File: src/logic/fdc_pkg.sv
// Purpose : shared constants for the fan drive output control block
// Assumes : core clock of 200 MHz, host I/O cycles decoded upstream
// Notes   : all offsets, reset values and cycle counts live here
`default_nettype none

package fdc_pkg;

  // ==========================================================
  // host port offsets from the monitor base address
  localparam logic [15:0] PORT_INDEX_OFS = 16'h0005; // index pointer port
  localparam logic [15:0] PORT_DATA_OFS  = 16'h0006; // indexed data port

  // ==========================================================
  // register indexes
  localparam logic [6:0] IDX_SYS_FREQ  = 7'h00; // sys_fan_freq_config
  localparam logic [6:0] IDX_SYS_VALUE = 7'h01; // sys_fan_output_value
  localparam logic [6:0] IDX_CPU_FREQ  = 7'h02; // cpu_fan_freq_config
  localparam logic [6:0] IDX_CPU_VALUE = 7'h03; // cpu_fan_output_value
  localparam logic [6:0] IDX_FAN_CFG   = 7'h04; // fan output configuration
  localparam logic [6:0] IDX_BANK      = 7'h4E; // bank select
  localparam logic [6:0] IDX_ALARM_CTL = 7'h57; // alarm enable, bank 0
  localparam logic [6:0] IDX_BANKED    = 7'h50; // first bank-specific index
  localparam logic [7:0] BANK_ALARM    = 8'h00; // bank holding alarm ctl

  // ==========================================================
  // field positions
  localparam int FREQ_CLK_PICK_BIT = 7; // 0: 24 MHz, 1: 180 kHz
  localparam int ALARM_EN_BIT      = 7; // alarm enable in alarm ctl
  localparam int DC_LEVEL_LSB      = 2; // lowest used bit in DC mode

  // ==========================================================
  // reset values
  localparam logic [7:0] RST_FREQ    = 8'h04; // both frequency registers
  localparam logic [5:0] RST_FAN_CFG = 6'h01; // system fan in DC mode
  localparam logic [7:0] RST_BANK    = 8'h00; // bank after reset
  localparam logic [6:0] RST_INDEX   = 7'h00; // index pointer after reset
  localparam logic [1:0] STRAP_SETTLE = 2'h3; // cycles before strap load

  // ==========================================================
  // clock rates and derived source tick accumulators
  localparam int CLK_HZ       = 200_000_000; // core clock
  localparam int SRC_FAST_HZ  = 24_000_000;  // fast pwm source
  localparam int SRC_SLOW_HZ  = 180_000;     // slow pwm source
  localparam int ACC_UNIT_HZ  = 20_000;      // common divisor of rates
  localparam logic [13:0] ACC_MOD = 14'(CLK_HZ / ACC_UNIT_HZ);
  localparam logic [13:0] ACC_FAST_STEP = 14'(SRC_FAST_HZ / ACC_UNIT_HZ);
  localparam logic [13:0] ACC_SLOW_STEP = 14'(SRC_SLOW_HZ / ACC_UNIT_HZ);

  // ==========================================================
  // alarm tone timing
  localparam int TONE_LOW_HZ  = 600;  // first tone
  localparam int TONE_HIGH_HZ = 1200; // second tone
  localparam int TONE_SLOT_MS = 500;  // length of each tone
  localparam int TONE_SLOT_CYC = (CLK_HZ / 1000) * TONE_SLOT_MS;
  localparam int TONE_LOW_HALF_CYC  = CLK_HZ / (2 * TONE_LOW_HZ);
  localparam int TONE_HIGH_HALF_CYC = CLK_HZ / (2 * TONE_HIGH_HZ);

  // tone sequencer states, gray along idle -> low -> high
  typedef enum logic [1:0] {
    TONE_IDLE = 2'b00,
    TONE_LOW  = 2'b01,
    TONE_HIGH = 2'b11
  } fdc_tone_e;

endpackage

`default_nettype wire

File: src/logic/fdc_top.sv
// Purpose : host register window, two fan drive outputs, alarm tone
// Assumes : host I/O strobes are synchronous one-cycle pulses on core_clk
// Notes   : fan default strap is a pin and is synchronised before use
`default_nettype none

// Functional notes
// - alarm pin open-drain, idles driving low
// - alternate 600 Hz and 1.2 kHz, half-second each
// - base address from high and low bytes
// - index port base+5, data port base+6
// - bank at 4Eh; 50h upward bank-selected
// - index pointer seven bits, resets zero
// - index first, then full-byte data access
// - system fan frequency only in PWM mode
// - processor fan frequency only in PWM mode
// - bit 7 picks 24 MHz or 180 kHz
// - divide source by prescale, then 256
// - processor duty equals value over 256, FFh full
// - output values load from strap after reset
// - config bits pick DC per fan
module fdc_top
#(
  parameter int unsigned TONE_SLOT   = fdc_pkg::TONE_SLOT_CYC,
  parameter int unsigned TONE_LOW_H  = fdc_pkg::TONE_LOW_HALF_CYC,
  parameter int unsigned TONE_HIGH_H = fdc_pkg::TONE_HIGH_HALF_CYC
)
(
  input  wire logic        core_clk,            // core clock, 200 MHz
  input  wire logic        rst_n,               // async reset, active low
  input  wire logic [7:0]  monitor_base_high,   // base address high byte
  input  wire logic [7:0]  monitor_base_low,    // base address low byte
  input  wire logic [15:0] io_addr,             // host I/O address
  input  wire logic        io_wr,               // host write strobe
  input  wire logic        io_rd,               // host read strobe
  input  wire logic [7:0]  io_wdata,            // host write data
  output var  logic [7:0]  io_rdata,            // host read data
  output var  logic        io_rvalid,           // read data valid pulse
  input  wire logic [7:0]  fan_default_strap,   // fan default strap pins
  input  wire logic        alarm_event,         // monitored event active
  output var  logic        alarm_tone_pin_out,  // open-drain output level
  output var  logic        alarm_tone_pin_oe,   // high while pulling low
  output var  logic        system_fan_drive,    // system fan pwm pin
  output var  logic        processor_fan_drive, // processor fan pwm pin
  output var  logic [5:0]  sys_fan_dc_level,    // system fan DC level
  output var  logic [5:0]  cpu_fan_dc_level     // processor fan DC level
);
  import fdc_pkg::*;

  // ==========================================================
  // state
  typedef struct packed {
    logic [7:0]      strap_s1;    // strap sync, first stage
    logic [7:0]      strap_s2;    // strap sync, second stage
    logic [1:0]      strap_wait;  // settle count after reset
    logic            strap_done;  // strap copied into values
    logic [6:0]      index_ptr;   // index pointer
    logic [7:0]      bank;        // bank select
    logic [7:0]      sys_freq;    // sys_fan_freq_config
    logic [7:0]      sys_value;   // sys_fan_output_value
    logic [7:0]      cpu_freq;    // cpu_fan_freq_config
    logic [7:0]      cpu_value;   // cpu_fan_output_value
    logic [5:0]      fan_cfg;     // fan configuration bits
    logic            alarm_en;    // alarm enable
    logic [7:0]      rdata;       // read data
    logic            rvalid;      // read data valid
    logic [13:0]     acc_fast;    // 24 MHz tick accumulator
    logic [13:0]     acc_slow;    // 180 kHz tick accumulator
    logic            tick_fast;   // 24 MHz enable pulse
    logic            tick_slow;   // 180 kHz enable pulse
    logic [1:0][6:0] pre_cnt;     // prescale counters per fan
    logic [1:0][7:0] duty_cnt;    // 256-step period counters
    logic [1:0]      fan_pwm;     // pwm pin levels
    logic [1:0][5:0] dc_level;    // DC levels
    fdc_tone_e       tone;        // tone sequencer state
    logic [26:0]     slot_cnt;    // half-second slot count
    logic [17:0]     half_cnt;    // square wave half period count
    logic            tone_oe;     // pin pulled low
  } fdc_state_s;

  fdc_state_s q;      // registered state
  fdc_state_s next_q; // next state
  localparam logic [26:0] SLOT_LAST = 27'(TONE_SLOT - 1);
  localparam logic [17:0] LOW_LAST  = 18'(TONE_LOW_H - 1);
  localparam logic [17:0] HIGH_LAST = 18'(TONE_HIGH_H - 1);
  logic [15:0] base;       // monitor base address
  logic        index_hit;  // host addresses index port
  logic        data_hit;   // host addresses data port
  logic        banked;     // index lies in bank-specific range
  logic        alarm_on;   // alarm enabled and event present

  // ==========================================================
  // host address decode
  assign base      = {monitor_base_high, monitor_base_low};
  assign index_hit = io_addr == 16'(base + PORT_INDEX_OFS);
  assign data_hit  = io_addr == 16'(base + PORT_DATA_OFS);
  assign banked    = q.index_ptr >= IDX_BANKED;
  assign alarm_on  = q.alarm_en & alarm_event;

  // ==========================================================
  // next state
  always_comb
  begin
    logic [7:0]  freq;    // frequency register of this fan
    logic [7:0]  value;   // output value of this fan
    logic        dc;      // fan in DC mode
    logic        src;     // selected source tick
    logic [17:0] hlast;   // last count of this half period
    logic [14:0] sum;     // accumulator sum
    freq   = 8'h00;
    value  = 8'h00;
    dc     = 1'b0;
    src    = 1'b0;
    hlast  = 18'h0_0000;
    sum    = 15'h0000;
    next_q = q;
    next_q.rvalid = 1'b0;
    // strap sampling, load values once settled
    next_q.strap_s1 = fan_default_strap;
    next_q.strap_s2 = q.strap_s1;
    if (!q.strap_done)
    begin
      next_q.strap_wait = q.strap_wait + 2'h1;
      if (q.strap_wait == STRAP_SETTLE - 2'h1)
      begin
        next_q.sys_value  = q.strap_s2;
        next_q.cpu_value  = q.strap_s2;
        next_q.strap_done = 1'b1;
      end
    end
    // host writes
    if (io_wr && index_hit)
      next_q.index_ptr = io_wdata[6:0];
    else if (io_wr && data_hit)
    begin
      // data byte written to the selected location; fan cfg keeps bits 5:0 only, alarm ctl bit 7 only
      case (q.index_ptr)
        IDX_SYS_FREQ:  next_q.sys_freq  = io_wdata;
        IDX_SYS_VALUE: next_q.sys_value = io_wdata;
        IDX_CPU_FREQ:  next_q.cpu_freq  = io_wdata;
        IDX_CPU_VALUE: next_q.cpu_value = io_wdata;
        IDX_FAN_CFG:   next_q.fan_cfg   = io_wdata[5:0];
        IDX_BANK:      next_q.bank      = io_wdata;
        IDX_ALARM_CTL:
          // bank-specific location, only in bank 0
          if (q.bank == BANK_ALARM)
            next_q.alarm_en = io_wdata[ALARM_EN_BIT];
        default: ; // unmapped index, write dropped
      endcase
    end
    // host reads
    if (io_rd && index_hit)
    begin
      next_q.rdata  = {1'b0, q.index_ptr};
      next_q.rvalid = 1'b1;
    end
    else if (io_rd && data_hit)
    begin
      next_q.rvalid = 1'b1;
      case (q.index_ptr)
        IDX_SYS_FREQ:  next_q.rdata = q.sys_freq;
        IDX_SYS_VALUE: next_q.rdata = q.sys_value;
        IDX_CPU_FREQ:  next_q.rdata = q.cpu_freq;
        IDX_CPU_VALUE: next_q.rdata = q.cpu_value;
        IDX_FAN_CFG:   next_q.rdata = {2'b00, q.fan_cfg};
        IDX_BANK:      next_q.rdata = q.bank;
        IDX_ALARM_CTL: next_q.rdata = (banked && q.bank == BANK_ALARM) ?
                                      {q.alarm_en, 7'h00} : 8'h00;
        default:       next_q.rdata = 8'h00; // unmapped reads zero
      endcase
    end
    // source clock enables from fractional accumulators
    sum = {1'b0, q.acc_fast} + {1'b0, ACC_FAST_STEP};
    next_q.tick_fast = sum >= {1'b0, ACC_MOD};
    next_q.acc_fast  = next_q.tick_fast ? 14'(sum - {1'b0, ACC_MOD})
                                        : sum[13:0];
    sum = {1'b0, q.acc_slow} + {1'b0, ACC_SLOW_STEP};
    next_q.tick_slow = sum >= {1'b0, ACC_MOD};
    next_q.acc_slow  = next_q.tick_slow ? 14'(sum - {1'b0, ACC_MOD})
                                        : sum[13:0];
    // per-fan pwm and DC outputs, index 0 system, 1 processor
    for (int i = 0; i < 2; i++)
    begin
      freq  = (i == 0) ? q.sys_freq  : q.cpu_freq;
      value = (i == 0) ? q.sys_value : q.cpu_value;
      dc    = q.fan_cfg[i];
      src   = freq[FREQ_CLK_PICK_BIT] ? q.tick_slow : q.tick_fast;
      if (dc) // frequency settings idle in DC mode
      begin
        next_q.pre_cnt[i]  = 7'h00;
        next_q.duty_cnt[i] = 8'h00;
      end
      else if (src) // prescale then 256 steps per period
      begin
        if (({1'b0, q.pre_cnt[i]} + 8'h01) >= {1'b0, freq[6:0]})
        begin
          next_q.pre_cnt[i]  = 7'h00;
          next_q.duty_cnt[i] = q.duty_cnt[i] + 8'h01;
        end
        else
          next_q.pre_cnt[i] = q.pre_cnt[i] + 7'h01;
      end
      // duty: FFh full, zero none
      next_q.fan_pwm[i] = !dc && (value == 8'hFF ||
                                  q.duty_cnt[i] < value);
      next_q.dc_level[i] = dc ? value[7:DC_LEVEL_LSB] : 6'h00;
    end
    // alarm tone sequencer
    hlast = (q.tone == TONE_HIGH) ? HIGH_LAST : LOW_LAST;
    case (q.tone)
      TONE_IDLE:
      begin
        next_q.tone_oe = 1'b1;
        if (alarm_on)
        begin
          next_q.tone     = TONE_LOW;
          next_q.slot_cnt = 27'h000_0000;
          next_q.half_cnt = 18'h0_0000;
        end
      end
      TONE_LOW, TONE_HIGH:
      begin
        if (!alarm_on)
        begin
          next_q.tone    = TONE_IDLE;
          next_q.tone_oe = 1'b1;
        end
        else if (q.slot_cnt == SLOT_LAST)
        begin
          // swap tones each half second
          next_q.tone = (q.tone == TONE_LOW) ? TONE_HIGH : TONE_LOW;
          next_q.slot_cnt = 27'h000_0000;
          next_q.half_cnt = 18'h0_0000;
          next_q.tone_oe  = 1'b1;
        end
        else
        begin
          next_q.slot_cnt = q.slot_cnt + 27'h000_0001;
          if (q.half_cnt == hlast)
          begin
            next_q.half_cnt = 18'h0_0000;
            next_q.tone_oe  = !q.tone_oe;
          end
          else
            next_q.half_cnt = q.half_cnt + 18'h0_0001;
        end
      end
      default:
      begin
        next_q.tone    = TONE_IDLE;
        next_q.tone_oe = 1'b1;
      end
    endcase
  end

  // ==========================================================
  // state register
  always_ff @(posedge core_clk or negedge rst_n)
  begin
    if (!rst_n)
    begin
      q           <= '0;
      q.index_ptr <= RST_INDEX;
      q.bank      <= RST_BANK;
      q.sys_freq  <= RST_FREQ;
      q.cpu_freq  <= RST_FREQ;
      q.fan_cfg   <= RST_FAN_CFG;
      q.tone      <= TONE_IDLE;
      q.tone_oe   <= 1'b1;
    end
    else
    begin
      q <= next_q;
    end
  end

  // ==========================================================
  // outputs from flops, except the alarm pin level tied low
  assign io_rdata            = q.rdata;
  assign io_rvalid           = q.rvalid;
  assign alarm_tone_pin_out  = 1'b0; // open-drain: only ever pulls low
  assign alarm_tone_pin_oe   = q.tone_oe;
  assign system_fan_drive    = q.fan_pwm[0];
  assign processor_fan_drive = q.fan_pwm[1];
  assign sys_fan_dc_level    = q.dc_level[0];
  assign cpu_fan_dc_level    = q.dc_level[1];
endmodule
`default_nettype wire

File: config.mk
export PLATFORM = sky130hd
export DESIGN_NAME = fdc_top
export DESIGN_NICKNAME = d
export VERILOG_FILES = /design/src/logic/fdc_pkg.sv /design/src/logic/fdc_top.sv
export SDC_FILE = /design/constraint.sdc
export NUM_CORES = 1
export LEC_CHECK = 0
export ABC_AREA = 0
export BUFFER_PORTS_ARGS = -buffer_cell sky130_fd_sc_hd__buf_4
export CORE_MARGIN = 2
export CORE_UTILIZATION = 50
export DETAILED_ROUTE_END_ITERATION = 8
export PLACE_DENSITY = 0.68
export SLEW_MARGIN = 20
export SYNTH_ARGS = -nofsm -noshare
export SYNTH_HDL_FRONTEND = slang
export SYNTH_SLANG_ARGS = --single-unit
export TNS_END_PERCENT = 1
File: constraint.sdc
create_clock -name core_clk -period 3.6 [get_ports core_clk]
set_input_delay 0.36 -clock core_clk [delete_from_list [all_inputs] [get_ports core_clk]]
set_output_delay 0.36 -clock core_clk [all_outputs]
set_load 0.05 [all_outputs]
Word-level counts from Yosys, hierarchy flattened
Index checks and enable logic that the tools add are counted.
Word-level totals
  bits in latches: 0
  output and inout port bits: 25
  ROM bits: 0
  logic and storage cells: 152
  RAM bits: 0
  memories: 0
  register bits after elaboration: 204
  input bits: 53
Cells by class
  bitwise operators: 2
  $mul: 0
  eq/ne operators: 19
  divide/modulo/power cells: 0
  shift-type cells: 0
  add/sub/neg operators: 15
  reductions and logical operators: 31
  multiplexer cells: 49
  $lt $le $gt $ge: 7
Operator list (number)
  $mux W8: 14
  $pmux W45 S2: 1
  $mux W31: 2
  $pmux W8 S7: 1
  $mux W47: 1
  $mux W46: 1
  $mux W45: 1
  $mux W7: 6
  $mux W18: 2
  $add A16 B3 Y16 const B: 2
  $eq A16 B16 Y1: 2
  $ge A15 B14 Y1 const B: 2
  $mux W14: 2
  $sub A14 B14 Y14 const B: 2
  $add A27 B1 Y27 const B: 1
  $eq A27 B27 Y1 const B: 1
  $add A18 B1 Y18 const B: 1
  $eq A18 B18 Y1: 1
  $mux W6: 3
  $mux W9: 2
  $add A7 B1 Y8 const B: 2
  $add A8 B1 Y8 const B: 2
  $eq A8 B8 Y1 const B: 2
  $ge A8 B7 Y1: 2
  other kinds (31): 67

Depth between registers and ports, before layout
  depth after elaboration: 7
  mapped depth: 12
  depth with buffers taken out: 11

Worst setup path before layout
OpenSTA, ideal clock, no wires.
  path type: input to register
  start point: input monitor_base_low[2]
  end point: register q[154] (netlist bit)
  path buffers: 2
  library setup time: 125 ps
  data required time: 3475 ps
  slack: 818 ps
  arrival time: 2657 ps
  stages on the path: 11
  path through: inv_1 -> ha_1 -> buf_2 -> nor4_1 -> o221a_1 -> o21ai_1 -> a22oi_2 -> nand4_2 -> or4_1 -> buf_6 -> mux2_4
RTL lines
  start, declared: RTL line fdc_top.sv:31  | input wire logic [7:0] monitor_base_low,
  end signal, assigned: RTL line fdc_top.sv:272  | q <= next_q;
  end, declared: RTL line fdc_top.sv:80  | fdc_state_s q;

Final worst setup path
  start point: register q[85] (netlist bit)
  end point: register q[70] (netlist bit)
Between the ends
  longest elaborated chain between the ends: 4
Ends and longest elaborated chain
  $add A7 B1 Y8: RTL line fdc_top.sv:194  | if (({1'b0, q.pre_cnt[i]} + 8'h01) >= {1'b0, freq[6:0]})
  $ge A8 B7 Y1: RTL line fdc_top.sv:194
  $reduce_bool A2 Y1 (no source line)
  $reduce_and A2 Y1 (no source line)
No other way between the ends.
A chain may end at the register's enable or synchronous reset.

==> impl_metrics.ini <==
[detailed_routing]
ant_nets = 0
drt-vias-per-instance = 5.717
vias = 9022
drt-pass1-iter-count = 7
dr.first_iter.drc_count = 617
routedWlPerCell_um = 16.62
drc_errors = 0
routed_wl_um = 26230

[place]
gp_congestion = 0.8845
hpwl_um = 18840
pre_cts_slack_ns = 0.2879
postPlaceCellArea_mm2 = 0.01244
dp.cells = 1546
port_buffers = 76

[setup_path]
worstSetupPathType = register to register
cp_max_fo = 11
cp.required_ns = 3.93
worstPathArrival_ns = 3.27
crit_path_end_kind = register
start_kind = register

[run_status]
violations = hold timing
status = complete, but fails checks

[power]
p_leak_nw = 5.851
peakVddDrop_v = 0.0002951
power_density_mw_per_mm2 = 352.8
total_power_mw = 4.614

[yosys]
syn_area_per_cell_um2 = 9.699
synth_top_area_share_pct = 41.97
synth-seq-cells = 200
synth_area_leader_cell = dfrtp_1
ys_seq_area_share_pct = 42.86
async_reset_ff_share_pct = 100.0
syn_nets = 1302
synth_area_mm2 = 0.01169
synth_edf_count = 0
synthTopCellsByArea = dfrtp_1 (42%), ha_1 (4.7%), xnor2_1 (4.3%)
syn_inst = 1205
synthFlopType = dfrtp_1
ys_types = 73
ys_warn_count = 0

[timing]
fin_skew_ns = 0.007994
rsz0062_at_grt = false
finalMaxSlewViolations = 0
fmax_mhz = 340.4
fin_crit_sh_pct = 81.60
tns_ns = 0
max_slew_margin_pct = 32.26
final.min_clock_period_ns = 2.938
holdWs_ns = -0.03063
timing.final.ws_setup_ns = 0.6622
hold_violations = 14
setup_violations = 0
worst_slew_pin_slew_ns = 1.014

[floorplan]
die_y_um = 156.9
die-area_mm2 = 0.02461
rows = 55
fp.dieW_um = 156.9
core-area_mm2 = 0.02278
start_util_pct = 51.31
pin_count = 78

[clocking]
cts_resized = 0
cts-buffers-inserted = 17
clock_latency_ns = 0.44
htree_levels = 4
cts.sinks = 200
clkTransAtPathRegs_ns = 0.07
holdBufCountCts = 0
cts_tree = yes
cts_root_buffer = clkbuf_16
cts_setup_buffers = 0
cts_buffer_depth = 2

[cells_and_area]
antenna_cells = 0
final_cell_count_no_fill = 1578
areaGrowthSynthToFinish_pct = 11.90
nets = 1349
stdcell_area_mm2 = 0.01308
drive_above_1_share_pct = 16.21
final_core_util_pct = 57.42

[global_routing]
grt_pass1_vias = 8503
antenna_found_initial = 0
grt_first_pass_wirelength_um = 43680
grt_max_degree = 101
grt-ovfl-total = 0
groute.usage.overall_pct = 22.10

[flow_run]
max_cap_violations = 0

[worst_hold_path]
hold_class = input pin to async pin
## registers in the layout (all words and copies together), names as in the netlist
register             cells
q                      168
io_rdata                 8
next_q                   8
cpu_fan_dc_level         6
sys_fan_dc_level         6
alarm_tone_pin_oe        1
io_rvalid                1
processor_fan_drive      1
system_fan_drive         1
## cells in the mapped netlist, types with 23 or more instances
cell type / n
o21ai_0: 96
dfrtp_1: 196
mux2_2: 39
clkbuf_1: 35
nand2b_1: 23
and3_1: 28
nand4_1: 26
ha_1: 44
a21oi_1: 26
inv_1: 45
nor3_1: 24
nand2_1: 118
xnor2_1: 57
xor2_1: 41
nor2_1: 74
nand3_1: 57
## power breakdown
part	leakage [nW]	internal, mW	switching [mW]
combinational	2.93	0.110	0.164
sequential	2.61	2.26	0.0187
clock	0.308	1.13	0.929
total	5.85	3.50	1.11
## layer usage
metal	GRT usage (%)	vias up	share of wire (%)	wire length [um]
li1	-	4383	-	-
met1	31.24	4421	48	12520
met2	35.03	191	46	12160
met3	3.965	27	4.4	1158
met4	6.204	0	1.5	395
met5	0	-	0	0
## cell usage in the layout, fill, tap and decap left out, types with 4 or more instances in the layout
master / instances
nand2_1: 118
or3_1: 6
inv_1: 45
a21o_1: 21
a211oi_1: 5
a211o_1: 10
nand4_1: 26
nor2_1: 74
nor4_1: 18
buf_4: 92
dfstp_2: 4
a21oi_1: 26
o21ai_0: 96
a31oi_1: 6
nand3_1: 57
dfrtp_1: 196
nor3_1: 24
nand4b_1: 6
a222oi_1: 6
nor2b_1: 21
or4_1: 8
clkbuf_16: 17
ha_1: 44
o31ai_1: 13
mux2i_1: 8
mux4_2: 8
inv_6: 5
nand2b_1: 23
xor2_1: 41
and3_1: 28
and2_1: 19
mux2_4: 16
mux2_2: 39
o211ai_1: 9
xnor2_1: 57
## worst paths after layout
path	startpoint	to	slack (ns)	cells past startpoint
max in group asynchronous	rst_n	q[73]	2.58	2
min in group core_clk	fan_default_strap[3]	next_q[191]	0.02	1
min	rst_n	io_rdata[4]	-0.03	1
max reg2reg	q[85]	q[70]	0.66	12
min reg2reg	next_q[192]	q[192]	0.36	0
max	q[85]	q[70]	0.66	12
## cells by family (layout without fill, tap and decap cells)
kind of cell               after synthesis  count (layout)  synth area share (%)
AOI/OAI and AO/OA                      226             226                 12.38
xor gates and xnor gates                98              98                 7.344
adders and majority gates               44              44                 4.710
buffers and inverters                  110             170                 4.389
DFF                                    200             200                 42.86
muxes                                   71              71                 8.040
other                                    1               1               0.03209
and+or+nand+nor                        455             455                 20.24
## final cells by class
| class | count | area (um^2) |
|---|---|---|
| Clock buffer | 17 | 425.4 |
| Clock inverter | 15 | 209.0 |
| Tap cell | 313 | 391.6 |
| Sequential cell | 200 | 5010 |
| Multi-Input combinational cell | 895 | 6170 |
| Inverter | 45 | 168.9 |
| Fill cell | 1994 | 9699 |
| Timing Repair Buffer | 93 | 704.4 |
## worst max-delay path, cell delays in order, from the launching register on
cell and delay (ns):
dfrtp_1 0.46, ha_1 0.27, nand3_1 0.15, nor2_1 0.16, xor2_1 0.22, ha_1 0.28
a211oi_1 0.20, o21ai_0 0.13, a41oi_1 0.35, buf_4 0.25, or2_2 0.15, nor3_1 0.05
a21o_1 0.18
(Power assumes the default switching activity.)
